File: src/verilog/htc_pkg.sv
// Package for the hypervisor trap-control block: types, field positions,
// encodings and reset values.
// Assumes one core clock; all requests come from logic on that clock.
package htc_pkg;

    // ----------------------------------------------------------------
    // Levels and request kinds
    // ----------------------------------------------------------------
    typedef enum logic [1:0] {HTC_USER, HTC_KERNEL, HTC_HYP} htc_level_e;

    typedef enum logic [2:0] {
        HTC_OP_NONE,
        HTC_OP_SYSREG,
        HTC_OP_VECTOR,
        HTC_OP_FP,
        HTC_OP_HVC,
        HTC_OP_POU_CMO,
        HTC_OP_EXC_ROUTE,
        HTC_OP_EXC_RET
    } htc_op_e;

    typedef struct packed {
        logic [3:0] coproc;
        logic [2:0] opc1;
        logic [3:0] crn;
        logic [3:0] crm;
        logic [2:0] opc2;
    } htc_enc_s;

    typedef struct packed {
        logic       valid;
        htc_op_e    op;
        htc_level_e level;
        logic       is_read;
        htc_enc_s   enc;
        logic [31:0] wdata;
        logic       kernel_trap;
        logic       is_coproc_access_control_reg;
        logic       is_trace;
        logic       trace_user_denied;
        logic       is_fp_sysreg;
        logic       is_memctl;
    } htc_req_s;

    typedef struct packed {
        logic        valid;
        logic        hyp_trap;
        logic        undef_hyp;
        logic        undef_local;
        logic        suppress;
        logic        proceed;
        logic        rd_valid;
        logic [31:0] rdata;
        logic        route_hyp;
        logic        illegal_ret;
    } htc_resp_s;

    typedef struct packed {
        logic       coproc_access_trap;
        logic       trace_trap;
        logic       vector_only_trap;
        logic       fp_trap_companion;
        logic       fp_trap;
        logic       memctl_read_trap;
        logic       hypcall_disable;
        logic       general_exception_trap;
        logic       memctl_write_trap;
        logic       pou_cache_trap;
        htc_resp_s  resp;
        logic       eff_mpu_en;
        logic [2:0] eff_route_ovr;
        logic [3:0] eff_dbg_trap;
        logic       virq_disable;
    } htc_state_s;

    // ----------------------------------------------------------------
    // Field positions
    // ----------------------------------------------------------------
    localparam int FT_COPROC_BIT = 31;
    localparam int FT_TRACE_BIT  = 20;
    localparam int FT_VECTOR_BIT = 15;
    localparam int FT_FPCOMP_BIT = 11;
    localparam int FT_FP_BIT     = 10;
    localparam int CFG_MRD_BIT   = 30;
    localparam int CFG_HCD_BIT   = 29;
    localparam int CFG_GEN_BIT   = 27;
    localparam int CFG_MWR_BIT   = 26;
    localparam int CFG_POU_BIT   = 24;

    localparam logic [31:0] FT_RES1_MASK = 32'h0000_33FF;
    localparam logic        FIELD_RESET  = 1'h0;
    localparam logic [2:0]  ROUTE_ALL    = 3'h7;
    localparam logic [3:0]  DBG_ALL      = 4'hF;

    // Feature options of this core
    localparam logic HAS_VECTOR   = 1'h1;
    localparam logic VECTOR_IS_RW = 1'h1;

    // ----------------------------------------------------------------
    // Register encodings
    // ----------------------------------------------------------------
    localparam logic [3:0] FT_COPROC = 4'hF;
    localparam logic [2:0] FT_OPC1   = 3'h4;
    localparam logic [3:0] FT_CRN    = 4'h1;
    localparam logic [3:0] FT_CRM    = 4'h1;
    localparam logic [2:0] FT_OPC2   = 3'h2;
    localparam logic [3:0] CFG_COPROC = 4'hF;
    localparam logic [2:0] CFG_OPC1   = 3'h4;
    localparam logic [3:0] CFG_CRN    = 4'h1;
    localparam logic [3:0] CFG_CRM    = 4'h1;
    localparam logic [2:0] CFG_OPC2   = 3'h0;

endpackage

File: src/verilog/htc_enc_match.sv
// Encoding comparator for one system register.
// Assumes the encoding fields arrive already split out of the instruction.
`timescale 1ns/1ps
module htc_enc_match #(
    parameter logic [3:0] COPROC = 4'h0,
    parameter logic [2:0] OPC1   = 3'h0,
    parameter logic [3:0] CRN    = 4'h0,
    parameter logic [3:0] CRM    = 4'h0,
    parameter logic [2:0] OPC2   = 3'h0
) (
    // Encoding in
    input  wire htc_pkg::htc_enc_s enc_i,
    // Hit out
    output logic                   hit_o
);
    import htc_pkg::*;

    assign hit_o = (enc_i.coproc == COPROC) && (enc_i.opc1 == OPC1) &&
                   (enc_i.crn == CRN) && (enc_i.crm == CRM) && (enc_i.opc2 == OPC2);

endmodule

File: src/verilog/htc_trap_ctrl.sv
// Hypervisor trap-control block: feature-trap and configuration registers
// and the trap decisions made from them.
// Assumes the pipeline presents one classified request a cycle, on the core clock.
//
// What this block does
// - Coprocessor-access trap diverts kernel accesses to hypervisor
// - Trace trap diverts trace register accesses
// - Lower-level trap is hyp trap, hyp gives undef
// - Trapped sysreg access causes no side-effects
// - Vector-only trap applies while fp trap clear
// - Vector-only bit reads one if absent
// - Companion fp bit is ignored
// - Fp trap diverts vector and fp accesses
// - Fp trap covers instructions, register views, sysregs
// - Writable trap fields reset to zero
// - Feature register decoded and read/written by encoding
// - Memory-control read trap for kernel reads
// - Memory-control write trap for kernel writes
// - Hypervisor-call disable makes call undefined
// - General trap routes kernel exceptions to hypervisor
// - General trap forces protection off, overrides on
// - General trap disables virtual irqs, illegal returns
// - Unification trap diverts kernel cache maintenance
// - User cache maintenance undefined, takes priority
`timescale 1ns/1ps
module htc_trap_ctrl (
    // Clock and reset
    input  wire logic               clk_i,
    input  wire logic               rst_n_i,
    // Pipeline request
    input  wire htc_pkg::htc_req_s  req_i,
    // Raw controls to be overridden
    input  wire logic               system_control_reg_m_i,
    input  wire logic [2:0]         route_ovr_i,
    input  wire logic [3:0]         dbg_trap_i,
    // Decision out
    output htc_pkg::htc_resp_s      resp_o,
    // Effective controls
    output logic                    eff_mpu_en_o,
    output logic [2:0]              eff_route_ovr_o,
    output logic [3:0]              eff_dbg_trap_o,
    output logic                    virq_disable_o
);
    import htc_pkg::*;

    // ----------------------------------------------------------------
    // State and decode
    // ----------------------------------------------------------------
    htc_state_s  st;
    htc_state_s  next_st;
    logic        hit_ft;
    logic        hit_cfg;
    logic        lower;
    logic        kern;
    logic        user;
    logic        trap;
    logic        undef_l;
    logic        vec_eff;
    logic [31:0] ft_rd;
    logic [31:0] cfg_rd;

    htc_enc_match #(
        .COPROC (FT_COPROC),
        .OPC1   (FT_OPC1),
        .CRN    (FT_CRN),
        .CRM    (FT_CRM),
        .OPC2   (FT_OPC2)
    ) u_ft_match (
        .enc_i (req_i.enc),
        .hit_o (hit_ft)
    );

    htc_enc_match #(
        .COPROC (CFG_COPROC),
        .OPC1   (CFG_OPC1),
        .CRN    (CFG_CRN),
        .CRM    (CFG_CRM),
        .OPC2   (CFG_OPC2)
    ) u_cfg_match (
        .enc_i (req_i.enc),
        .hit_o (hit_cfg)
    );

    // ----------------------------------------------------------------
    // Read views
    // ----------------------------------------------------------------
    always_comb begin
        // Bit reads one with no vector unit, zero when not writable
        if (!HAS_VECTOR) begin
            vec_eff = 1'h1;
        end else if (!VECTOR_IS_RW) begin
            vec_eff = 1'h0;
        end else begin
            vec_eff = st.vector_only_trap;
        end
        ft_rd = FT_RES1_MASK;
        ft_rd[FT_COPROC_BIT] = st.coproc_access_trap;
        ft_rd[FT_TRACE_BIT]  = st.trace_trap;
        ft_rd[FT_VECTOR_BIT] = vec_eff;
        ft_rd[FT_FPCOMP_BIT] = st.fp_trap_companion;
        ft_rd[FT_FP_BIT]     = st.fp_trap;
        cfg_rd = '0;
        cfg_rd[CFG_MRD_BIT] = st.memctl_read_trap;
        cfg_rd[CFG_HCD_BIT] = st.hypcall_disable;
        cfg_rd[CFG_GEN_BIT] = st.general_exception_trap;
        cfg_rd[CFG_MWR_BIT] = st.memctl_write_trap;
        cfg_rd[CFG_POU_BIT] = st.pou_cache_trap;
    end

    // ----------------------------------------------------------------
    // Decision logic
    // ----------------------------------------------------------------
    always_comb begin
        next_st = st;
        next_st.resp = '0;
        trap    = 1'h0;
        undef_l = 1'h0;
        lower   = (req_i.level != HTC_HYP);
        kern    = (req_i.level == HTC_KERNEL);
        user    = (req_i.level == HTC_USER);
        if (req_i.valid) begin
            case (req_i.op)
                HTC_OP_SYSREG: begin
                    if (hit_ft || hit_cfg) begin
                        if (lower) begin
                            undef_l = 1'h1;
                        end else if (req_i.is_read) begin
                            next_st.resp.rd_valid = 1'h1;
                            next_st.resp.rdata    = hit_ft ? ft_rd : cfg_rd;
                        end else if (hit_ft) begin
                            // New value seen by the next instruction
                            next_st.coproc_access_trap = req_i.wdata[FT_COPROC_BIT];
                            next_st.trace_trap         = req_i.wdata[FT_TRACE_BIT];
                            if (VECTOR_IS_RW && HAS_VECTOR) begin
                                next_st.vector_only_trap = req_i.wdata[FT_VECTOR_BIT];
                            end
                            next_st.fp_trap_companion  = req_i.wdata[FT_FPCOMP_BIT];
                            next_st.fp_trap            = req_i.wdata[FT_FP_BIT];
                        end else begin
                            next_st.memctl_read_trap       = req_i.wdata[CFG_MRD_BIT];
                            next_st.hypcall_disable        = req_i.wdata[CFG_HCD_BIT];
                            next_st.general_exception_trap = req_i.wdata[CFG_GEN_BIT];
                            next_st.memctl_write_trap      = req_i.wdata[CFG_MWR_BIT];
                            next_st.pou_cache_trap         = req_i.wdata[CFG_POU_BIT];
                        end
                    end else if (!req_i.kernel_trap) begin
                        if (req_i.is_coproc_access_control_reg && kern && st.coproc_access_trap) begin
                            trap = 1'h1;
                        end
                        if (req_i.is_trace) begin
                            if (user && req_i.trace_user_denied) begin
                                undef_l = 1'h1;
                            end else if (st.trace_trap) begin
                                trap = 1'h1;
                            end
                        end
                        if (req_i.is_fp_sysreg && st.fp_trap) begin
                            trap = 1'h1;
                        end
                        if (req_i.is_memctl && kern) begin
                            if (req_i.is_read && st.memctl_read_trap) begin
                                trap = 1'h1;
                            end
                            if (!req_i.is_read && st.memctl_write_trap) begin
                                trap = 1'h1;
                            end
                        end
                    end
                    // No side-effects may escape a diverted access
                    next_st.resp.suppress = trap || undef_l;
                end
                HTC_OP_VECTOR: begin
                    // Fp trap wins; vector-only bit only while it is clear
                    if (!req_i.kernel_trap && (st.fp_trap || vec_eff)) begin
                        trap = 1'h1;
                    end
                end
                HTC_OP_FP: begin
                    if (!req_i.kernel_trap && st.fp_trap) begin
                        trap = 1'h1;
                    end
                end
                HTC_OP_HVC: begin
                    if (user || st.hypcall_disable) begin
                        undef_l = 1'h1;
                    end
                end
                HTC_OP_POU_CMO: begin
                    if (user) begin
                        undef_l = 1'h1;
                    end else if (kern && st.pou_cache_trap) begin
                        trap = 1'h1;
                    end
                end
                HTC_OP_EXC_ROUTE: begin
                    next_st.resp.route_hyp = st.general_exception_trap;
                end
                HTC_OP_EXC_RET: begin
                    next_st.resp.illegal_ret = st.general_exception_trap;
                end
                default: begin
                end
            endcase
            next_st.resp.valid       = 1'h1;
            next_st.resp.hyp_trap    = trap && lower;
            next_st.resp.undef_hyp   = trap && !lower;
            next_st.resp.undef_local = undef_l;
            next_st.resp.proceed     = !trap && !undef_l && !next_st.resp.illegal_ret;
        end
        // Overrides while the general trap is on
        next_st.eff_mpu_en    = system_control_reg_m_i && !st.general_exception_trap;
        next_st.eff_route_ovr = st.general_exception_trap ? ROUTE_ALL : route_ovr_i;
        next_st.eff_dbg_trap  = st.general_exception_trap ? DBG_ALL : dbg_trap_i;
        next_st.virq_disable  = st.general_exception_trap;
    end

    // ----------------------------------------------------------------
    // State register
    // ----------------------------------------------------------------
    always_ff @(posedge clk_i or negedge rst_n_i) begin
        if (!rst_n_i) begin
            st <= '0;
        end else begin
            st <= next_st;
        end
    end

    assign resp_o          = st.resp;
    assign eff_mpu_en_o    = st.eff_mpu_en;
    assign eff_route_ovr_o = st.eff_route_ovr;
    assign eff_dbg_trap_o  = st.eff_dbg_trap;
    assign virq_disable_o  = st.virq_disable;
endmodule

File: config.mk
export PLATFORM = sky130hd
export DESIGN_NAME = htc_trap_ctrl
export DESIGN_NICKNAME = d
export VERILOG_FILES = /design/src/verilog/htc_pkg.sv /design/src/verilog/htc_enc_match.sv /design/src/verilog/htc_trap_ctrl.sv
export SDC_FILE = /design/constraint.sdc
export NUM_CORES = 1
export LEC_CHECK = 0
export ABC_CLOCK_PERIOD_IN_PS = 1400
export BUFFER_PORTS_ARGS = -buffer_cell sky130_fd_sc_hd__buf_2
export CAP_MARGIN = 20
export CORE_ASPECT_RATIO = 1.25
export CORE_MARGIN = 5
export CORE_UTILIZATION = 41
export DETAILED_ROUTE_END_ITERATION = 8
export PLACE_DENSITY = 0.83
export SETUP_SLACK_MARGIN = 0.4
export SYNTH_ARGS = -nofsm -noshare
export SYNTH_HDL_FRONTEND = slang
export SYNTH_HIERARCHICAL = 1
export SYNTH_SLANG_ARGS = --single-unit
export TNS_END_PERCENT = 100
File: constraint.sdc
create_clock -name clk_i -period 1.4 [get_ports clk_i]
set_input_delay 0.14 -clock clk_i [delete_from_list [all_inputs] [get_ports clk_i]]
set_output_delay 0.14 -clock clk_i [all_outputs]
set_load 0.02 [all_outputs]
; ---- Yosys cells after proc, flatten, opt, wreduce, memory -nomap -nowiden
; Index checks and enable logic that the tools add are counted.
[totals]
regBits = 60
inputBits = 73
out_inout_bits = 50
[op_classes]
n_eq_ne = 14
muxes = 41
bitwise = 3
reduce_logical = 35
[ops]
columns = operator, count
row1 = 2-to-1 mux 33 bit, 4
row2 = 2-to-1 mux 41 bit, 1
row3 = 2-to-1 mux 32 bit, 1
row4 = 2-to-1 mux 1 bit, 31
row5 = logical AND 1 bit, 20
row6 = "== test 3 bit, second input constant", 5
row7 = AND reduction 6 bit, 2
row8 = "== test 3 x 2 -> 1 bit, second input constant", 3
row9 = "== test 4 x 1 -> 1 bit, second input constant", 2
row10 = logical NOT 1 bit, 7
row11 = "== test 4 bit, second input constant", 1
row12 = logical OR 1 bit, 4
row13 = 2-to-1 mux 4 bit, 1
row14 = case mux 1 bit (4 select lines), 1
row15 = "== test 3 x 1 -> 1 bit, second input constant", 1
row16 = logical NOT 3 bit, 1
row17 = 2-to-1 mux 3 bit, 1
row18 = inverter 1 bit, 3
row19 = case mux 1 bit (3 select lines), 1
row20 = "== test 2 x 1 -> 1 bit, second input constant", 1
row21 = logical NOT 2 bit, 1
row22 = "!= test 2 bit, second input constant", 1

; ---- Longest topological paths before layout
[logic_depth]
depth_word = 21
depth_mapped = 7

; ---- Hierarchy
; The synthesis kept the hierarchy.
[modules_own_cells]
columns = mod, instances, cells_each, area_each_um2
row1 = htc_trap_ctrl, 1, 143, 1697.9
row2 = htc_enc_match (u_ft_match), 1, 7, 63.8
row3 = htc_enc_match (u_cfg_match), 1, 7, 60.1

; ---- Worst setup path after synthesis
; No wires, ideal clock.
[synth_path]
path_kind = input port to flip-flop
start = input req_i[39] (netlist bit)
end = register st (netlist bit cfg_rd[24])
setup_time_ns = 0.125
t_arrival_ns = 1.576
required_time_ns = 1.275
slack_ns = -0.300
stages = 5
n_path_buf = 0
path_cell_list = or4b_4 > nor3_2 > nand2b_1 > nor4_4 > mux2_2
[synth_via]
elab_chain_cells = 4
word_cells_on_any_way = 7
cone_classes = eq/ne (1) / bitwise (1) / reduce/logical (5)
[synth_rtl]
columns = item, line_no
row1 = from (decl), htc_trap_ctrl.sv:31  ; input wire htc_pkg::htc_req_s req_i,
row2 = logical NOT 3 bit, htc_enc_match.sv:19  ; (enc_i.crn == CRN) && (enc_i.crm == CRM) && (enc_i.opc2 == OPC2);
row3 = logical AND 1 bit, htc_enc_match.sv:19
row4 = net hit_cfg, htc_trap_ctrl.sv:52  ; logic hit_cfg;
row5 = logical OR 1 bit, htc_trap_ctrl.sv:124  ; if (hit_ft || hit_cfg) begin
row6 = AND reduction 6 bit (no source line), n/a
row7 = to (signal assigned), htc_trap_ctrl.sv:224  ; st <= next_st;
row8 = to (decl), htc_trap_ctrl.sv:49  ; htc_state_s st;
; The timed path passes the listed nets, and every way through them passes these cells.
; A chain may end at the register's enable or synchronous reset.

==> results.yml <==
final_layout:
  drive_gt1_frac: 0.603
  nets: 334
  area.growth.synth_to_final_pct: 50.6
  antennaDiodeCount: 0
  final_util: 0.630
  instances_no_fill: 320
critical_path:
  crit_required_ns: 1.57
  r2r-start: "vec_eff$_DFFE_PN0P_"
  worst-r2r-setup-slack_ns: 0.10
  crit_path_start: "req_i[40]"
  cp_max_fo: 2
  reg2regPathDepth: 4
  rr_endpoint: "resp_o[35]$_DFF_PN0_"
  crit_top_cell: "buf_6"
  crit_arrival_ns: 1.71
  start_kind: "primary input"
  crit_slowest_cell: "or4b_4"
  critPathMaxStageDelay_ns: 0.53
  crit_chain: "buf_6 -> or4b_4 -> nor3_4 -> buf_4 -> buf_6 -> nor2_2 -> nand3b_1 -> o311ai_2 -> and4b_1"
  cp-end-kind: "register"
  crit_type: "in2reg"
timing:
  drv_slew: 0
  setup-tns-final_ns: -0.882
  fin_crit_sh: 1.10
  worst_pin_slew_ns: 0.573
  fmax_mhz: 649
  setup_slack_ns: -0.140
  max_slew_margin: 0.617
  period_needed_ns: 1.54
  rsz0062_at_grt: "true"
  skew_ns: 0.00680
  hold_viol: 0
  setup_violations: 13
logic_synthesis:
  synth_seq_area_share: 0.536
  yosysTopAreaCell: "dfrtp_1"
  syn_inst: 157
  synth_cell_type_count: 40
  synth_seq_cells: 39
  synth-edff-count: 0
  yosys_warnings: 6
  netlist_area_mm2: 0.00182
  yosys-top-cells-area: "dfrtp_1 (54%), buf_4 (8.7%), mux2_2 (6.2%)"
  postSynth.asyncResetShare: 1.00
  ys.flop_type: "dfrtp_1"
  avgSynthCellArea_um2: 11.6
  yosys.area.top_type_share: 0.536
global_routing:
  grtUsageMet3: 0.0515
  grt_pass1_wl_mm: 7.41
  grt_start_max_net_pins: 40
  groute.usage.overall: 0.155
  top_usage_layer: "met2"
  grt_antenna_before_repair: 0
  grt_pass1_vias: 1638
  met2_usage: 0.300
  use_met1: 0.146
  overflow: 0
die:
  dieArea_mm2: 0.00588
  die_x_um: 69.6
  die_y_um: 84.5
  coreArea_mm2: 0.00436
  io_pins: 123
  start_util: 0.418
  rows: 27
cts:
  cts.sinks: 39
  numCtsBuffers: 5
  cts_tree: "yes"
  root_buffer: "clkbuf_8"
  htreeDepth: 2
  clk_latency_ns: 0.29
  clkTransAtPathRegs_ns: 0.07
  clockBufferDepth: 2
power:
  p_per_area_mw_per_mm2: 775
  pwr-share-clk: 0.337
  p_leak_nw: 1.45
  swShare: 0.243
  p_total_w: 0.00213
  ir_drop_mv: 0.297
  p_switching_w: 0.000517
  p_int_w: 0.00161
  comb_power_share: 0.124
  sequentialPowerShare: 0.539
min_path:
  hold_start: "dbg_trap_i[3]"
  min_to: "eff_dbg_trap_o[3]$_DFF_PN0_"
  whs_path_depth: 2
  hold_path_class: "in2reg"
routing:
  avgRoutedWirePerCell_um: 14.4
  viasPerCell: 4.77
  firstDrtPassIters: 4
  drt_drc_violations_left: 0
  routed_wl_mm: 4.60
  via_count: 1525
  drtIter0Drc: 60
  ant_nets: 0
placement:
  dp_cells: 303
  dp_hpwl_mm: 3.39
  io_buffers: 90
  globalplace.congestion: 0.898
status:
  status: "finished with violations"
  violations: "setup timing"
job:
  max_cap_violations: 0
## placed cells by master (no fill, tap or decap), drive strengths merged, types with 2 or more instances in the layout
cell and count:
dfrtp 39, and3 3, nand2b 3, conb 10, nor4 2, nand2 9, a21boi 2, and2 12
nand3 2, nand3b 3, nor4b 5, buf 110, or2 7, a21oi 3, nor4bb 2, nor3b 2
clkbuf 6, nor2 8, inv 3, mux2 10, nor3 4
## final cells by class
cell class,instances,area [um2]
fill,354,1610
tap,58,72.6
timing repair buffer,111,744
inverter,3,11.3
clock inverter,2,12.5
multi-input combinational,101,853
clock buffer,6,72.6
sequential,39,977
## metrics by stage
stage	setup slack [ns]	instance area, um2	hold slack [ns]
finish	-0.140	2740	0.0320
CTS	-0.254	2710	0.0293
floorplan	-0.289	1900	-0.156
global placement	-0.455	2340	0.202
detailed placement	-0.549	2340	0.207
global route	-0.196	2740	0.0264
## power groups by stage
stage	Sequential [W]	Combinational (W)	Clock, W
after global placement	0.00117	0.000232	0
after CTS	0.00114	0.000259	0.000731
after global routing	0.00115	0.000287	0.000787
after floorplan	0.00119	0.0000903	0
after detailed placement	0.00117	0.000237	0
final	0.00114	0.000264	0.000716
## Yosys cell counts (2+ instances only)
cell       n
dfrtp_1   39
buf_4     21
and2_1    12
mux2_2    10
nand2_1    9
nor2_1     7
or2_2      7
nor4b_1    4
a21oi_1    3
and3_1     3
inv_1      3
nand2b_1   3
nand3b_1   3
a21boi_0   2
nand3_1    2
nor3_1     2
nor3_2     2
nor3b_1    2
nor4bb_1   2
## how the worst max path moves through the flow
stage	to	cells after the start
after floorplan	cfg_rd[24]$_DFFE_PN0P_	5
after global placement	cfg_rd[27]$_DFFE_PN0P_	6
after detailed placement	cfg_rd[29]$_DFFE_PN0P_	7
after CTS	cfg_rd[30]$_DFFE_PN0P_	7
after global routing	cfg_rd[27]$_DFFE_PN0P_	7
final	resp_o[35]$_DFF_PN0_	9
## registers in the layout, indices dropped and copies added (netlist names)
name             flops
eff_mpu_en_o         1
eff_dbg_trap_o       4
vec_eff              1
cfg_rd               5
virq_disable_o       1
resp_o              20
eff_route_ovr_o      3
ft_rd                4
## cells by family (layout without fill, tap and decap cells)
group           count (synthesis)  after routing  share of synthesized area
compound gates                 10             10                     0.0385
buf+inv                        26            122                     0.0975
flops                          39             39                      0.536
mux                            11             11                     0.0673
other cells                     1             10                    0.00206
simple gates                   70             70                      0.259
## what timing repair did
item                       CTS  global route
hold buffers                 1             0
setup buffers                8             0
resized for setup           63             6
pin swaps                   15             7
hold endpoints to repair    39             0
setup endpoints to repair   39            39
## critical path: cells and delay by family
kind            cells  cell delay [ns]
compound gates      1             0.11
buf+inv             3             0.31
simple gates        5             1.14
## routing by layer
layer | routed length [um] | part of all wire
met2 | 2490 | 0.54
met1 | 1560 | 0.34
met5 | 0 | 0
met3 | 428 | 0.093
met4 | 114 | 0.025
(Power assumes the default switching activity.)
